### src/core/edsi_pkg.sv
// ----------------------------------------------------------------------------
// shared constants and carriers for the dma status interrupt enable block
// ----------------------------------------------------------------------------
package edsi_pkg;

  // ----------------------------------------------------------------------------
  // register map
  // ----------------------------------------------------------------------------
  localparam int unsigned ADDR_W = 12;
  localparam logic [ADDR_W-1:0] OFS_IRQ_MASK = 12'h000;
  localparam logic [ADDR_W-1:0] OFS_STATUS_FLAGS = 12'h004;
  localparam logic [31:0] RST_IRQ_MASK = 32'h0000_0000;
  localparam logic [31:0] RST_STATUS_FLAGS = 32'h0000_0000;
  // implemented bits; 31..25, 23, 15..13 and 6 stay zero
  localparam logic [31:0] IMPL_BITS = 32'h017F_1FBF;

  // ----------------------------------------------------------------------------
  // bit positions shared by the mask and the status flags
  // ----------------------------------------------------------------------------
  localparam int unsigned BIT_RX_FRAME_COUNTER_OVERFLOW = 24;
  localparam int unsigned BIT_MAC_STATUS_SUMMARY = 22;
  localparam int unsigned BIT_TX_COMPLETE = 21;
  localparam int unsigned BIT_TX_DESCRIPTOR_EXHAUSTED = 20;
  localparam int unsigned BIT_TX_FIFO_UNDERFLOW = 19;
  localparam int unsigned BIT_FRAME_RECEIVED = 18;
  localparam int unsigned BIT_RX_DESCRIPTOR_EXHAUSTED = 17;
  localparam int unsigned BIT_RX_FIFO_OVERFLOW = 16;
  localparam int unsigned BIT_ILLEGAL_TX_FRAME = 12;
  localparam int unsigned BIT_CARRIER_MISSING = 11;
  localparam int unsigned BIT_CARRIER_LOST = 10;
  localparam int unsigned BIT_COLLISION = 9;
  localparam int unsigned BIT_TX_RETRY_OVER = 8;
  localparam int unsigned BIT_RX_MULTICAST = 7;
  localparam int unsigned BIT_RX_DISCARD_REQUEST = 5;
  localparam int unsigned BIT_RX_RESIDUAL_BIT = 4;
  localparam int unsigned BIT_RX_TOO_LONG = 3;
  localparam int unsigned BIT_RX_TOO_SHORT = 2;
  localparam int unsigned BIT_PHY_RX_ERROR = 1;
  localparam int unsigned BIT_RX_CRC_ERROR = 0;

  // ----------------------------------------------------------------------------
  // retry-over counting
  // ----------------------------------------------------------------------------
  localparam logic [4:0] RETRY_TOTAL_FAILS = 5'h10;
  localparam logic [4:0] RETRY_LAST_BEFORE = 5'h0F;
  localparam logic [4:0] RST_RETRY_COUNT = 5'h00;

  // ----------------------------------------------------------------------------
  // bus answers
  // ----------------------------------------------------------------------------
  localparam logic [1:0] RESP_OKAY = 2'h0;
  localparam logic [1:0] RESP_SLVERR = 2'h2;

  typedef struct packed {
    logic [ADDR_W-1:0] awaddr;
    logic awvalid;
    logic [31:0] wdata;
    logic [3:0] wstrb;
    logic wvalid;
    logic bready;
    logic [ADDR_W-1:0] araddr;
    logic arvalid;
    logic rready;
  } edsi_axi_req_s;

  typedef struct packed {
    logic awready;
    logic wready;
    logic [1:0] bresp;
    logic bvalid;
    logic arready;
    logic [31:0] rdata;
    logic [1:0] rresp;
    logic rvalid;
  } edsi_axi_rsp_s;

endpackage

### src/core/edsi_top.sv
// Local design decisions: the AXI4-Lite interface to the registers and the address map.
`timescale 1ns/10ps
// Notes on behaviour
// - mask bit one enables, zero blocks source
// - all enable bits clear after reset
// - reserved mask bits read zero always
// - bit 24 gates frame counter overflow
// - bit 22 gates mac status summary
// - bit 21 gates transmit complete
// - bit 20 gates transmit descriptor exhausted
// - bit 19 gates transmit fifo underflow
// - bit 18 gates frame received
// - bit 17 gates receive descriptor exhausted
// - bit 16 gates receive fifo overflow
// - bit 12 gates illegal transmit frame
// - bits 11, 10 gate carrier missing, lost
// - bit 9 gates collision detected
// - bit 8 gates transmit retry over
// - bit 7 gates multicast frame received
// - bit 5 gates unhonoured discard request
// - bit 4 gates residual bit frame
// - bits 3, 2 gate too long, short
// - bit 1 gates phy receive error
// - bit 0 gates receive crc error
// - frame received flag set per updated frame
// - retry over after sixteen failed attempts
module edsi_top
  import edsi_pkg::*;
(
  input wire logic clk_sys_i,
  input wire logic arst_n_i,
  input wire edsi_axi_req_s axi_req_i,
  output edsi_axi_rsp_s axi_rsp_o,
  input wire logic [31:0] status_evt_i,
  input wire logic rx_frame_done_i,
  input wire logic rx_desc_updated_i,
  input wire logic tx_start_i,
  input wire logic tx_attempt_fail_i,
  output logic irq_o
);

  // ----------------------------------------------------------------------------
  // state
  // ----------------------------------------------------------------------------
  logic [31:0] mask_q;
  logic [31:0] mask_d;
  logic [31:0] flags_q;
  logic [31:0] flags_d;
  logic [4:0] retry_cnt_q;
  logic [4:0] retry_cnt_d;
  logic irq_q;
  logic aw_held_q;
  logic w_held_q;
  logic [ADDR_W-1:0] awaddr_q;
  logic [31:0] wdata_q;
  logic [3:0] wstrb_q;
  logic bvalid_q;
  logic [1:0] bresp_q;
  logic rvalid_q;
  logic [31:0] rdata_q;
  logic [1:0] rresp_q;

  // ----------------------------------------------------------------------------
  // write channel decode
  // ----------------------------------------------------------------------------
  wire logic aw_take = axi_req_i.awvalid & ~aw_held_q;
  wire logic w_take = axi_req_i.wvalid & ~w_held_q;
  // the response slot must be free, so a second write waits for bready
  wire logic do_write = aw_held_q & w_held_q & ~bvalid_q;
  wire logic wr_mask_sel = (awaddr_q == OFS_IRQ_MASK);
  wire logic wr_flags_sel = (awaddr_q == OFS_STATUS_FLAGS);
  wire logic [31:0] wr_lanes = {{8{wstrb_q[3]}}, {8{wstrb_q[2]}}, {8{wstrb_q[1]}}, {8{wstrb_q[0]}}};
  wire logic mask_wr = do_write & wr_mask_sel;
  // status flags are write-one-to-clear
  wire logic [31:0] flags_clr = (do_write & wr_flags_sel) ? (wdata_q & wr_lanes) : 32'h0000_0000;

  // ----------------------------------------------------------------------------
  // read channel decode
  // ----------------------------------------------------------------------------
  wire logic ar_take = axi_req_i.arvalid & ~rvalid_q;
  wire logic rd_mask_sel = (axi_req_i.araddr == OFS_IRQ_MASK);
  wire logic rd_flags_sel = (axi_req_i.araddr == OFS_STATUS_FLAGS);
  wire logic [31:0] rd_word = rd_mask_sel ? mask_q : (rd_flags_sel ? flags_q : 32'h0000_0000);

  // ----------------------------------------------------------------------------
  // mask register
  // ----------------------------------------------------------------------------
  // byte lanes merge, unimplemented bits forced to zero
  assign mask_d = mask_wr ? (((wdata_q & wr_lanes) | (mask_q & ~wr_lanes)) & IMPL_BITS) : mask_q;

  // ----------------------------------------------------------------------------
  // named enables, one per source
  // ----------------------------------------------------------------------------
  wire logic rx_frame_counter_overflow_en = mask_q[BIT_RX_FRAME_COUNTER_OVERFLOW];
  wire logic mac_status_summary_en = mask_q[BIT_MAC_STATUS_SUMMARY];
  wire logic tx_complete_en = mask_q[BIT_TX_COMPLETE];
  wire logic tx_descriptor_exhausted_en = mask_q[BIT_TX_DESCRIPTOR_EXHAUSTED];
  wire logic tx_fifo_underflow_en = mask_q[BIT_TX_FIFO_UNDERFLOW];
  wire logic frame_received_en = mask_q[BIT_FRAME_RECEIVED];
  wire logic rx_descriptor_exhausted_en = mask_q[BIT_RX_DESCRIPTOR_EXHAUSTED];
  wire logic rx_fifo_overflow_en = mask_q[BIT_RX_FIFO_OVERFLOW];
  wire logic illegal_tx_frame_en = mask_q[BIT_ILLEGAL_TX_FRAME];
  wire logic carrier_missing_en = mask_q[BIT_CARRIER_MISSING];
  wire logic carrier_lost_en = mask_q[BIT_CARRIER_LOST];
  wire logic collision_en = mask_q[BIT_COLLISION];
  wire logic tx_retry_over_en = mask_q[BIT_TX_RETRY_OVER];
  wire logic rx_multicast_en = mask_q[BIT_RX_MULTICAST];
  wire logic rx_discard_request_en = mask_q[BIT_RX_DISCARD_REQUEST];
  wire logic rx_residual_bit_en = mask_q[BIT_RX_RESIDUAL_BIT];
  wire logic rx_too_long_en = mask_q[BIT_RX_TOO_LONG];
  wire logic rx_too_short_en = mask_q[BIT_RX_TOO_SHORT];
  wire logic phy_rx_error_en = mask_q[BIT_PHY_RX_ERROR];
  wire logic rx_crc_error_en = mask_q[BIT_RX_CRC_ERROR];

  // gather the enables back into a vector; unlisted bits stay zero
  logic [31:0] en_vec;
  always_comb begin
    en_vec = 32'h0000_0000;
    en_vec[BIT_RX_FRAME_COUNTER_OVERFLOW] = rx_frame_counter_overflow_en;
    en_vec[BIT_MAC_STATUS_SUMMARY] = mac_status_summary_en;
    en_vec[BIT_TX_COMPLETE] = tx_complete_en;
    en_vec[BIT_TX_DESCRIPTOR_EXHAUSTED] = tx_descriptor_exhausted_en;
    en_vec[BIT_TX_FIFO_UNDERFLOW] = tx_fifo_underflow_en;
    en_vec[BIT_FRAME_RECEIVED] = frame_received_en;
    en_vec[BIT_RX_DESCRIPTOR_EXHAUSTED] = rx_descriptor_exhausted_en;
    en_vec[BIT_RX_FIFO_OVERFLOW] = rx_fifo_overflow_en;
    en_vec[BIT_ILLEGAL_TX_FRAME] = illegal_tx_frame_en;
    en_vec[BIT_CARRIER_MISSING] = carrier_missing_en;
    en_vec[BIT_CARRIER_LOST] = carrier_lost_en;
    en_vec[BIT_COLLISION] = collision_en;
    en_vec[BIT_TX_RETRY_OVER] = tx_retry_over_en;
    en_vec[BIT_RX_MULTICAST] = rx_multicast_en;
    en_vec[BIT_RX_DISCARD_REQUEST] = rx_discard_request_en;
    en_vec[BIT_RX_RESIDUAL_BIT] = rx_residual_bit_en;
    en_vec[BIT_RX_TOO_LONG] = rx_too_long_en;
    en_vec[BIT_RX_TOO_SHORT] = rx_too_short_en;
    en_vec[BIT_PHY_RX_ERROR] = phy_rx_error_en;
    en_vec[BIT_RX_CRC_ERROR] = rx_crc_error_en;
  end

  // one reduction feeds both the request flop and its check
  wire logic irq_any = |(flags_q & en_vec);

  // ----------------------------------------------------------------------------
  // event sources
  // ----------------------------------------------------------------------------
  // frame received counts only once the descriptor is written back
  wire logic frame_received_evt = rx_frame_done_i & rx_desc_updated_i;
  // sixteenth failure in a row; a new transmission restarts the count
  wire logic retry_over_evt = tx_attempt_fail_i & ~tx_start_i & (retry_cnt_q == RETRY_LAST_BEFORE);
  assign retry_cnt_d = tx_start_i ? RST_RETRY_COUNT :
                       (retry_over_evt ? RST_RETRY_COUNT :
                       (tx_attempt_fail_i ? retry_cnt_q + 5'h01 : retry_cnt_q));

  logic [31:0] flags_set;
  always_comb begin
    flags_set = status_evt_i & IMPL_BITS;
    flags_set[BIT_FRAME_RECEIVED] = frame_received_evt;
    flags_set[BIT_TX_RETRY_OVER] = retry_over_evt;
  end

  // a set in the cycle of its clear wins; mask writes never reach here
  assign flags_d = (flags_q & ~flags_clr) | flags_set;

  // ----------------------------------------------------------------------------
  // registers
  // ----------------------------------------------------------------------------
  // mask, flags, retry count and request flop
  always_ff @(posedge clk_sys_i or negedge arst_n_i) begin
    if (!arst_n_i) begin
      mask_q <= RST_IRQ_MASK;
      flags_q <= RST_STATUS_FLAGS;
      retry_cnt_q <= RST_RETRY_COUNT;
      irq_q <= 1'b0;
    end else begin
      mask_q <= mask_d;
      flags_q <= flags_d;
      retry_cnt_q <= retry_cnt_d;
      irq_q <= irq_any;
    end
  end

  // write address and data are caught independently
  always_ff @(posedge clk_sys_i or negedge arst_n_i) begin
    if (!arst_n_i) begin
      aw_held_q <= 1'b0;
      w_held_q <= 1'b0;
      awaddr_q <= '0;
      wdata_q <= 32'h0000_0000;
      wstrb_q <= 4'h0;
    end else begin
      aw_held_q <= do_write ? 1'b0 : (aw_held_q | aw_take);
      w_held_q <= do_write ? 1'b0 : (w_held_q | w_take);
      if (aw_take) begin
        awaddr_q <= axi_req_i.awaddr;
      end
      if (w_take) begin
        wdata_q <= axi_req_i.wdata;
        wstrb_q <= axi_req_i.wstrb;
      end
    end
  end

  // write response and read data
  always_ff @(posedge clk_sys_i or negedge arst_n_i) begin
    if (!arst_n_i) begin
      bvalid_q <= 1'b0;
      bresp_q <= RESP_OKAY;
      rvalid_q <= 1'b0;
      rdata_q <= 32'h0000_0000;
      rresp_q <= RESP_OKAY;
    end else begin
      if (do_write) begin
        bvalid_q <= 1'b1;
        bresp_q <= (wr_mask_sel | wr_flags_sel) ? RESP_OKAY : RESP_SLVERR;
      end else if (axi_req_i.bready) begin
        bvalid_q <= 1'b0;
      end
      if (ar_take) begin
        rvalid_q <= 1'b1;
        rdata_q <= rd_word;
        rresp_q <= (rd_mask_sel | rd_flags_sel) ? RESP_OKAY : RESP_SLVERR;
      end else if (axi_req_i.rready) begin
        rvalid_q <= 1'b0;
      end
    end
  end

  // ----------------------------------------------------------------------------
  // outputs
  // ----------------------------------------------------------------------------
  // readies are combinational so a held channel is refused at once
  assign axi_rsp_o.awready = ~aw_held_q;
  assign axi_rsp_o.wready = ~w_held_q;
  assign axi_rsp_o.bvalid = bvalid_q;
  assign axi_rsp_o.bresp = bresp_q;
  assign axi_rsp_o.arready = ~rvalid_q;
  assign axi_rsp_o.rvalid = rvalid_q;
  assign axi_rsp_o.rdata = rdata_q;
  assign axi_rsp_o.rresp = rresp_q;
  assign irq_o = irq_q;

  // ----------------------------------------------------------------------------
  // checks
  // ----------------------------------------------------------------------------
  // marks the first edge after reset release
  logic seen_edge_q;
  always_ff @(posedge clk_sys_i or negedge arst_n_i) begin
    if (!arst_n_i) begin
      seen_edge_q <= 1'b0;
    end else begin
      seen_edge_q <= 1'b1;
    end
  end

  AST_MASK_RESET: assert property (@(posedge clk_sys_i) disable iff (!arst_n_i)
    !seen_edge_q |-> (mask_q == 32'h0000_0000) && !irq_o)
    else $error("mask not clear after reset");

  AST_RESERVED_ZERO: assert property (@(posedge clk_sys_i) disable iff (!arst_n_i)
    ar_take && rd_mask_sel |=> (axi_rsp_o.rdata & ~IMPL_BITS) == 32'h0000_0000)
    else $error("reserved mask bits read nonzero");

  AST_MASK_WRITE: assert property (@(posedge clk_sys_i) disable iff (!arst_n_i)
    mask_wr && wstrb_q == 4'hF |=> mask_q == ($past(wdata_q) & IMPL_BITS))
    else $error("mask write not stored");

  AST_IRQ_FOLLOWS: assert property (@(posedge clk_sys_i) disable iff (!arst_n_i)
    ##1 irq_o == $past(irq_any))
    else $error("request does not follow enabled flags");

  AST_MASKED_QUIET: assert property (@(posedge clk_sys_i) disable iff (!arst_n_i)
    (mask_q == 32'h0000_0000) [*2] |-> !irq_o)
    else $error("request raised with all sources disabled");

  AST_FRAME_FLAG: assert property (@(posedge clk_sys_i) disable iff (!arst_n_i)
    frame_received_evt |=> flags_q[BIT_FRAME_RECEIVED] ##1 (irq_o || !$past(frame_received_en)))
    else $error("frame received flag or request missing");

  AST_RETRY_OVER: assert property (@(posedge clk_sys_i) disable iff (!arst_n_i)
    tx_attempt_fail_i && !tx_start_i && retry_cnt_q == RETRY_LAST_BEFORE |=> flags_q[BIT_TX_RETRY_OVER]
      && retry_cnt_q == RST_RETRY_COUNT)
    else $error("retry over not raised on sixteenth failure");

  AST_RETRY_EARLY: assert property (@(posedge clk_sys_i) disable iff (!arst_n_i)
    retry_cnt_q < RETRY_LAST_BEFORE |-> !retry_over_evt)
    else $error("retry over raised too early");

  AST_MASK_KEEPS_FLAGS: assert property (@(posedge clk_sys_i) disable iff (!arst_n_i)
    mask_wr && flags_set == 32'h0000_0000 |=> flags_q == $past(flags_q))
    else $error("mask write disturbed status flags");

  AST_SET_WINS: assert property (@(posedge clk_sys_i) disable iff (!arst_n_i)
    (flags_set & flags_clr) != 32'h0000_0000 |=> (flags_q & $past(flags_set)) == $past(flags_set))
    else $error("clear beat a simultaneous set");

  AST_BVALID_HOLD: assert property (@(posedge clk_sys_i) disable iff (!arst_n_i)
    bvalid_q && !axi_req_i.bready |=> bvalid_q && $stable(bresp_q))
    else $error("write response dropped before bready");

  // ----------------------------------------------------------------------------
  // bus channel, register and counter checks
  // ----------------------------------------------------------------------------
  // a held channel must refuse, or a second request would overwrite the first
  AST_RVALID_HOLD: assert property (@(posedge clk_sys_i) disable iff (!arst_n_i)
    rvalid_q && !axi_req_i.rready |=> rvalid_q && $stable(rdata_q) && $stable(rresp_q))
    else $error("read data dropped before rready");

  AST_AR_REFUSED: assert property (@(posedge clk_sys_i) disable iff (!arst_n_i)
    rvalid_q |-> !axi_rsp_o.arready)
    else $error("read address accepted while data stands");

  AST_AW_REFUSED: assert property (@(posedge clk_sys_i) disable iff (!arst_n_i)
    aw_held_q |-> !axi_rsp_o.awready)
    else $error("write address accepted while one is held");

  AST_BRESP_MAPPED: assert property (@(posedge clk_sys_i) disable iff (!arst_n_i)
    do_write && wr_mask_sel |=> bvalid_q && bresp_q == RESP_OKAY)
    else $error("mask write not answered okay");

  AST_READ_MASK: assert property (@(posedge clk_sys_i) disable iff (!arst_n_i)
    ar_take && rd_mask_sel |=> axi_rsp_o.rdata == $past(mask_q))
    else $error("mask read returned a stale word");

  AST_MASK_NO_RESERVED: assert property (@(posedge clk_sys_i) disable iff (!arst_n_i)
    (mask_q & ~IMPL_BITS) == 32'h0000_0000)
    else $error("reserved mask bit held a one");

  AST_FLAGS_NO_RESERVED: assert property (@(posedge clk_sys_i) disable iff (!arst_n_i)
    (flags_q & ~IMPL_BITS) == 32'h0000_0000)
    else $error("reserved flag bit held a one");

  AST_MASK_HOLDS: assert property (@(posedge clk_sys_i) disable iff (!arst_n_i)
    !mask_wr |=> mask_q == $past(mask_q))
    else $error("mask changed without a write");

  // a flag that silently dropped would lose an event that software never saw
  AST_FLAGS_STICKY: assert property (@(posedge clk_sys_i) disable iff (!arst_n_i)
    ##1 ($past(flags_q) & ~$past(flags_clr) & ~flags_q) == 32'h0000_0000)
    else $error("status flag lost without a clear");

  AST_FLAGS_CLEAR: assert property (@(posedge clk_sys_i) disable iff (!arst_n_i)
    (flags_clr & ~flags_set) != 32'h0000_0000
      |=> (flags_q & $past(flags_clr) & ~$past(flags_set)) == 32'h0000_0000)
    else $error("written one did not clear its flag");

  AST_FRAME_NEEDS_DESC: assert property (@(posedge clk_sys_i) disable iff (!arst_n_i)
    rx_frame_done_i && !rx_desc_updated_i && !flags_q[BIT_FRAME_RECEIVED] |=> !flags_q[BIT_FRAME_RECEIVED])
    else $error("frame flag set before descriptor update");

  AST_RETRY_COUNTS: assert property (@(posedge clk_sys_i) disable iff (!arst_n_i)
    tx_attempt_fail_i && !tx_start_i && retry_cnt_q < RETRY_LAST_BEFORE
      |=> retry_cnt_q == $past(retry_cnt_q) + 5'h01)
    else $error("failed attempt not counted");

  AST_RETRY_RESTART: assert property (@(posedge clk_sys_i) disable iff (!arst_n_i)
    tx_start_i |=> retry_cnt_q == RST_RETRY_COUNT)
    else $error("new transmission did not restart the count");

  // ----------------------------------------------------------------------------
  // per-source gate checks
  // ----------------------------------------------------------------------------
  // reserved positions have no flag, so they get no pair of checks
  for (genvar g = 0; g < 32; g++) begin : g_gate_chk
    if (IMPL_BITS[g]) begin : g_impl
      AST_GATE_PASSES: assert property (@(posedge clk_sys_i) disable iff (!arst_n_i)
        flags_q[g] && mask_q[g] |=> irq_o)
        else $error("enabled flag did not raise the request");

      AST_GATE_BLOCKS: assert property (@(posedge clk_sys_i) disable iff (!arst_n_i)
        flags_q == (32'h0000_0001 << g) && !mask_q[g] |=> !irq_o)
        else $error("lone disabled flag raised the request");
    end
  end

endmodule // edsi_top

### config.mk
export PLATFORM = sky130hd
export DESIGN_NAME = edsi_top
export DESIGN_NICKNAME = d
export VERILOG_FILES = /design/src/core/edsi_pkg.sv /design/src/core/edsi_top.sv
export SDC_FILE = /design/constraint.sdc
export NUM_CORES = 1
export LEC_CHECK = 0
export ABC_AREA = 1
export BUFFER_PORTS_ARGS = -buffer_cell sky130_fd_sc_hd__buf_2
export CORE_MARGIN = 2
export CORE_UTILIZATION = 56
export CTS_BUF_LIST = sky130_fd_sc_hd__clkbuf_4
export DETAILED_ROUTE_END_ITERATION = 10
export GPL_ROUTABILITY_DRIVEN = 0
export PLACE_DENSITY = 0.9
export SYNTH_ARGS = -nofsm -noshare
export SYNTH_HDL_FRONTEND = slang
export SYNTH_SLANG_ARGS = --single-unit
### constraint.sdc
create_clock -name clk_sys_i -period 1.85 [get_ports clk_sys_i]
set_clock_uncertainty 0.15 [all_clocks]
set_input_delay 0.4625 -clock clk_sys_i [delete_from_list [all_inputs] [get_ports clk_sys_i]]
set_output_delay 0.4625 -clock clk_sys_i [all_outputs]
set_load 0.05 [all_outputs]
* Yosys cells after proc, flatten, opt, wreduce, memory -nomap -nowiden
Cells that the tools add are included.
Storage, ports and cells: register bits 146, latch bits 0, RAM bits 0, bits in read-only memories 0, output and inout bits 42, memories kept 0
Operators by class: $add $sub $neg 1, $mul 0, div/mod/pow operators 0, magnitude comparators 0, equal/unequal tests 3, shifts and indexed selects 0, muxes and demuxes 14, bitwise gates (word level) 27, reductions and logical operators 6
Operator list (number):
- $mux 32 | 3
- $and 32x32->32 | 2
- $and 32x25->32 | 1
- $not 32->32 | 1
- $or 32x25->32 | 1
- $reduce_or 32->1 | 1
- $and 25x25->25 | 1
- $not 25->25 | 1
- $or 25x25->25 | 1
- $eq 12x3->1 const B | 2
- $logic_not 12->1 | 2
- $mux 5 | 3
- $and 1x1->1 | 10
- $mux 1 | 6
- $add 5x1->5 const B | 1
- $eq 5x4->1 const B | 1
- $not 1->1 | 5
- $mux 2 | 2
- $or 1x1->1 | 4
- $reduce_bool 2->1 | 2
- $reduce_bool 3->1 | 1

* Logic depth before layout (Yosys ltp)
depth in word-level cells 7, depth in mapped cells 9

* Worst setup path after synthesis
Ideal clock, no wire load.
path kind reg2reg, start point register rvalid_q, end point register rdata_q[0], arrival time 1.489 ns, required time 1.634 ns, setup slack 0.145 ns, cell stages (with the launch flop) 7, buffers on the path 1, period minus slack after synthesis 1.705 ns, path through dfrtp_1 > inv_1 > nand2_1 > inv_1 > clkbuf_1 > nand2_1 > nand2_1
RTL lines:
- start, declared | line edsi_top.sv:59 | logic rvalid_q;
- start signal, assigned | line edsi_top.sv:209 | rvalid_q <= 1'b0;
- start signal, assigned | line edsi_top.sv:220 | rvalid_q <= 1'b1;
- start signal, assigned | line edsi_top.sv:224 | rvalid_q <= 1'b0;
- end signal, assigned | line edsi_top.sv:221 | rdata_q <= rd_word;
- end, declared | line edsi_top.sv:60 | logic [31:0] rdata_q;

==> summary by stage <==
Run status
The flow ran to the end, and the final reports show no timing, DRC or antenna violations.

Finish
The relative area change from synthesis to final layout is 31.4%. Leaving out fill and tap cells, the most frequent cell in the layout is sky130_fd_sc_hd__nand2_1. The final net count is roughly 1000. Leaving out filler cells and counting taps, the final layout contains 1079. In the layout the commonest cells are 263 x sky130_fd_sc_hd__nand2_1, 144 x sky130_fd_sc_hd__dfrtp_1, 102 x sky130_fd_sc_hd__buf_2, 74 x sky130_fd_sc_hd__dlygate4sd3_1, 62 x sky130_fd_sc_hd__inv_1. The fraction of layout cells with a size suffix above 1 is ~27%. Summing all flip-flop and latch instances after layout gives between 3000 and 4000 µm². The post-layout utilization of the core is 75.1%.

Summing all multi-input logic gate instances after layout gives ~2500 µm². The number of fill cells in the layout is ~750.

Floorplan
The initial utilization of the core area, before any placement, comes to a little under three fifths. The number of placement rows is 39. The total core area is between 10000 and 15000 µm². The die covers 12500 µm². The die outline width is approximately 110 µm. The count of pins on the block boundary is between 100 and 150. The die is between 100 and 150 µm tall.

Synthesis
The number of distinct library cell variants in the gate-level netlist after synthesis is 28. The instance count of the mapped netlist is between 700 and 800. The number of register bits inferred by synthesis is ~140. The average instance in the mapped netlist occupies around 9.1 µm².

The post-synthesis sequential area ratio is between 50% and 60%. In this run the cell area of the synthesized design comes to between 6000 and 7000 µm². The count of warnings emitted by yosys is 0.

Clock network
For this design, the sink count on the clock tree is approximately 140. The CTS root buffer is sky130_fd_sc_hd__clkbuf_4. The buffer levels on the longest clock path is 2. After clock tree synthesis, the clock-pin slew on the worst setup and hold paths is 0.13 ns. The clock latency at the later pin of the worst-skew pair is around 0.54 ns. The number of clock buffers inserted by TritonCTS is 17. TritonCTS built the clock tree. The H-tree was split into 4 levels.

Timing
Measured against its own limit, the worst slew margin works out to between 50% and 60%. The minimum clock period after layout is approximately 1.8 ns. Setup repair after global routing could not meet its margin everywhere. The final total negative setup slack is 0 ns. The count of final max-slew check failures is 0. The period utilization is slightly below 100%. The worst hold slack is 0.0949 ns.

The slew at the pin closest to its max-slew limit is between 0.6 and 0.7 ns. Setup violations remaining at the end of the flow were counted as 0. The final hold violation count was 0.

Static timing analysis puts the maximum clock frequency at about 0.55 GHz.

Setup path
STA classifies the critical path startpoint as a flop. The kind of end point of the critical path is a primary output. Walking the worst path, the cells encountered are inv_2 > buf_8. Along the worst path, the maximum fanout reaches 3. The class of the most critical setup path is reg2out. The number of buffers and inverters on the critical path is 2.

Grouping stages by cell kind, the critical path spends the most delay in flip-flops. On the worst path, the slowest cell contributes a delay of between 0.4 and 0.5 ns. For the worst setup path, the data required time is 1.24 ns. STA puts the critical path data arrival time at 1.22 ns. On the critical path, the stage with the largest delay is an instance of sky130_fd_sc_hd__dfrtp_1.

Route
The count of nets left with antenna violations once routing finished came out at 0. The violation count after the first detailed-route iteration is about 590. Across all layers, the routed design uses approximately 5900 vias. After detailed routing, the number of remaining DRC violations is 0.

The detailed-route wire length per cell is between 15 and 20 µm. The iteration count of the initial detailed-routing pass is 5. After detailed routing, the total wire length is approximately 18 mm. Using the TritonRoute via totals, the vias-per-cell ratio works out to ~5.5.

Global routing
The initial antenna violation count is 1. The first global-routing pass estimated 28.5 mm of wire. The total global routing overflow is 0. The via count of the first global-routing pass was between 5000 and 6000. The total routing usage reported by global routing is between 20 and 30%. The pin count of the biggest net entering global routing is between 50 and 60.

Placement
The cell count after placement is a little under 1000. The detailed placer's ending HPWL is 10.4 mm. The count of buffers added on input and output ports is approximately 130.

Pwr
The leakage power summed over all cells is 4.65 nW. In this run the power density over the cells is a little over 1000 nW/µm². VDD sags by at most roughly 1000 µV.

Hold path
The min-delay analysis places its worst path in the category in2reg.

Run
The tool flagged a number of max-cap violations equal to 0.
==> report_power, final <==
group          internal [mW]  total [mW]  leakage (nW)  switching (mW)
clock                   1.06        2.18         0.159            1.12
combinational           1.08        2.32          2.71            1.24
sequential              3.72        4.33          1.78           0.608
total                   5.86        8.83          4.65            2.97
==> layer usage <==
metal	track usage, %	vias up	part of all wire, %
li1	-	2717	-
met1	35.1	2781	38
met2	49.3	356	50
met3	7.29	79	7.9
met4	11.9	0	4.0
met5	0	-	0
==> synthesized netlist by cell type (all sizes together) <==
library cell | number | area (µm²)
conb | 1 | 3.75
nand2 | 266 | 1000
o211ai | 1 | 7.51
nor3 | 2 | 15.0
dfrtp | 144 | 3600
mux2 | 46 | 518
xor2 | 1 | 8.76
buf | 31 | 191
nand4 | 49 | 319
clkbuf | 9 | 33.8
ha | 1 | 12.5
a21oi | 4 | 20.0
o22ai | 1 | 6.26
o21ai | 18 | 128
inv | 66 | 248
nand3 | 46 | 235
nor2 | 31 | 148
==> tightest hold or removal path, delay by kind of cell <==
kind | cells | cell delay (ns)
simple gates | 2 | 0.15
buf+inv | 1 | 0.13
==> cell type report <==
class / instances / share of cell area, %
flip-flops and latches: 144 / 42.2
multi-input cells: 468 / 28.7
repair buffers: 226 / 20.5
inverters: 66 / 2.93
well taps: 143 / 2.09
clock inverters: 13 / 1.99
clock buffers: 18 / 1.58
diodes: 1 / 0.0293
==> path summary, 6_finish.rpt <==
path | startpoint | to | slack (ns) | cells past startpoint
worst min-delay path | tx_attempt_fail_i | flags_q[8]$_DFF_PN0_ | 0.09 | 3
min in group asynchronous | arst_n_i | rdata_q[0]$_DFFE_PN0P_ | 0.14 | 2
worst max-delay path | aw_held_q$_DFF_PN0_ | axi_rsp_o[40] | 0.02 | 2
worst max register to register | awaddr_q[1]$_DFFE_PN0P_ | flags_q[4]$_DFF_PN0_ | 0.11 | 7
worst min register to register | rdata_q[29]$_DFFE_PN0P_ | rdata_q[29]$_DFFE_PN0P_ | 0.34 | 2
max in group asynchronous | arst_n_i | flags_q[20]$_DFF_PN0_ | 0.87 | 3
==> logic make-up (layout without fill, tap and decap cells) <==
kind of cell             count (synthesis)  in the layout  synth area share [%]
AND/OR/NAND/NOR                        394            394                  26.5
flip-flops                             144            144                  55.4
buffers and inverters                  106            323                  7.27
multiplexers                            46             46                  7.97
AO/OA/AOI/OAI                           24             24                  2.48
adder cells (fa/ha/maj)                  1              1                 0.192
other                                    1              3                0.0577
XOR/XNOR                                 1              1                 0.135
==> repair_timing <==
item	4_1_cts	5_1_grt
hold buffers	74	0
buffers inserted	2	3
pin swaps	0	0
gates resized for setup	14	28
hold endpoints to repair	217	0
setup endpoints to repair	6	45
==> stage by stage <==
step           worst slack [ns]  cell area [µm²]  power, mW
5_1_grt                 -0.0796             8540       9.25
4_1_cts                -0.00408             8430       8.57
2_1_floorplan             0.145             6500       5.68
6_report                 0.0186             8540       8.83
3_3_place_gp              0.137             7340       6.11
3_5_place_dp             0.0588             7340       6.23
(Power assumes the default switching activity.)
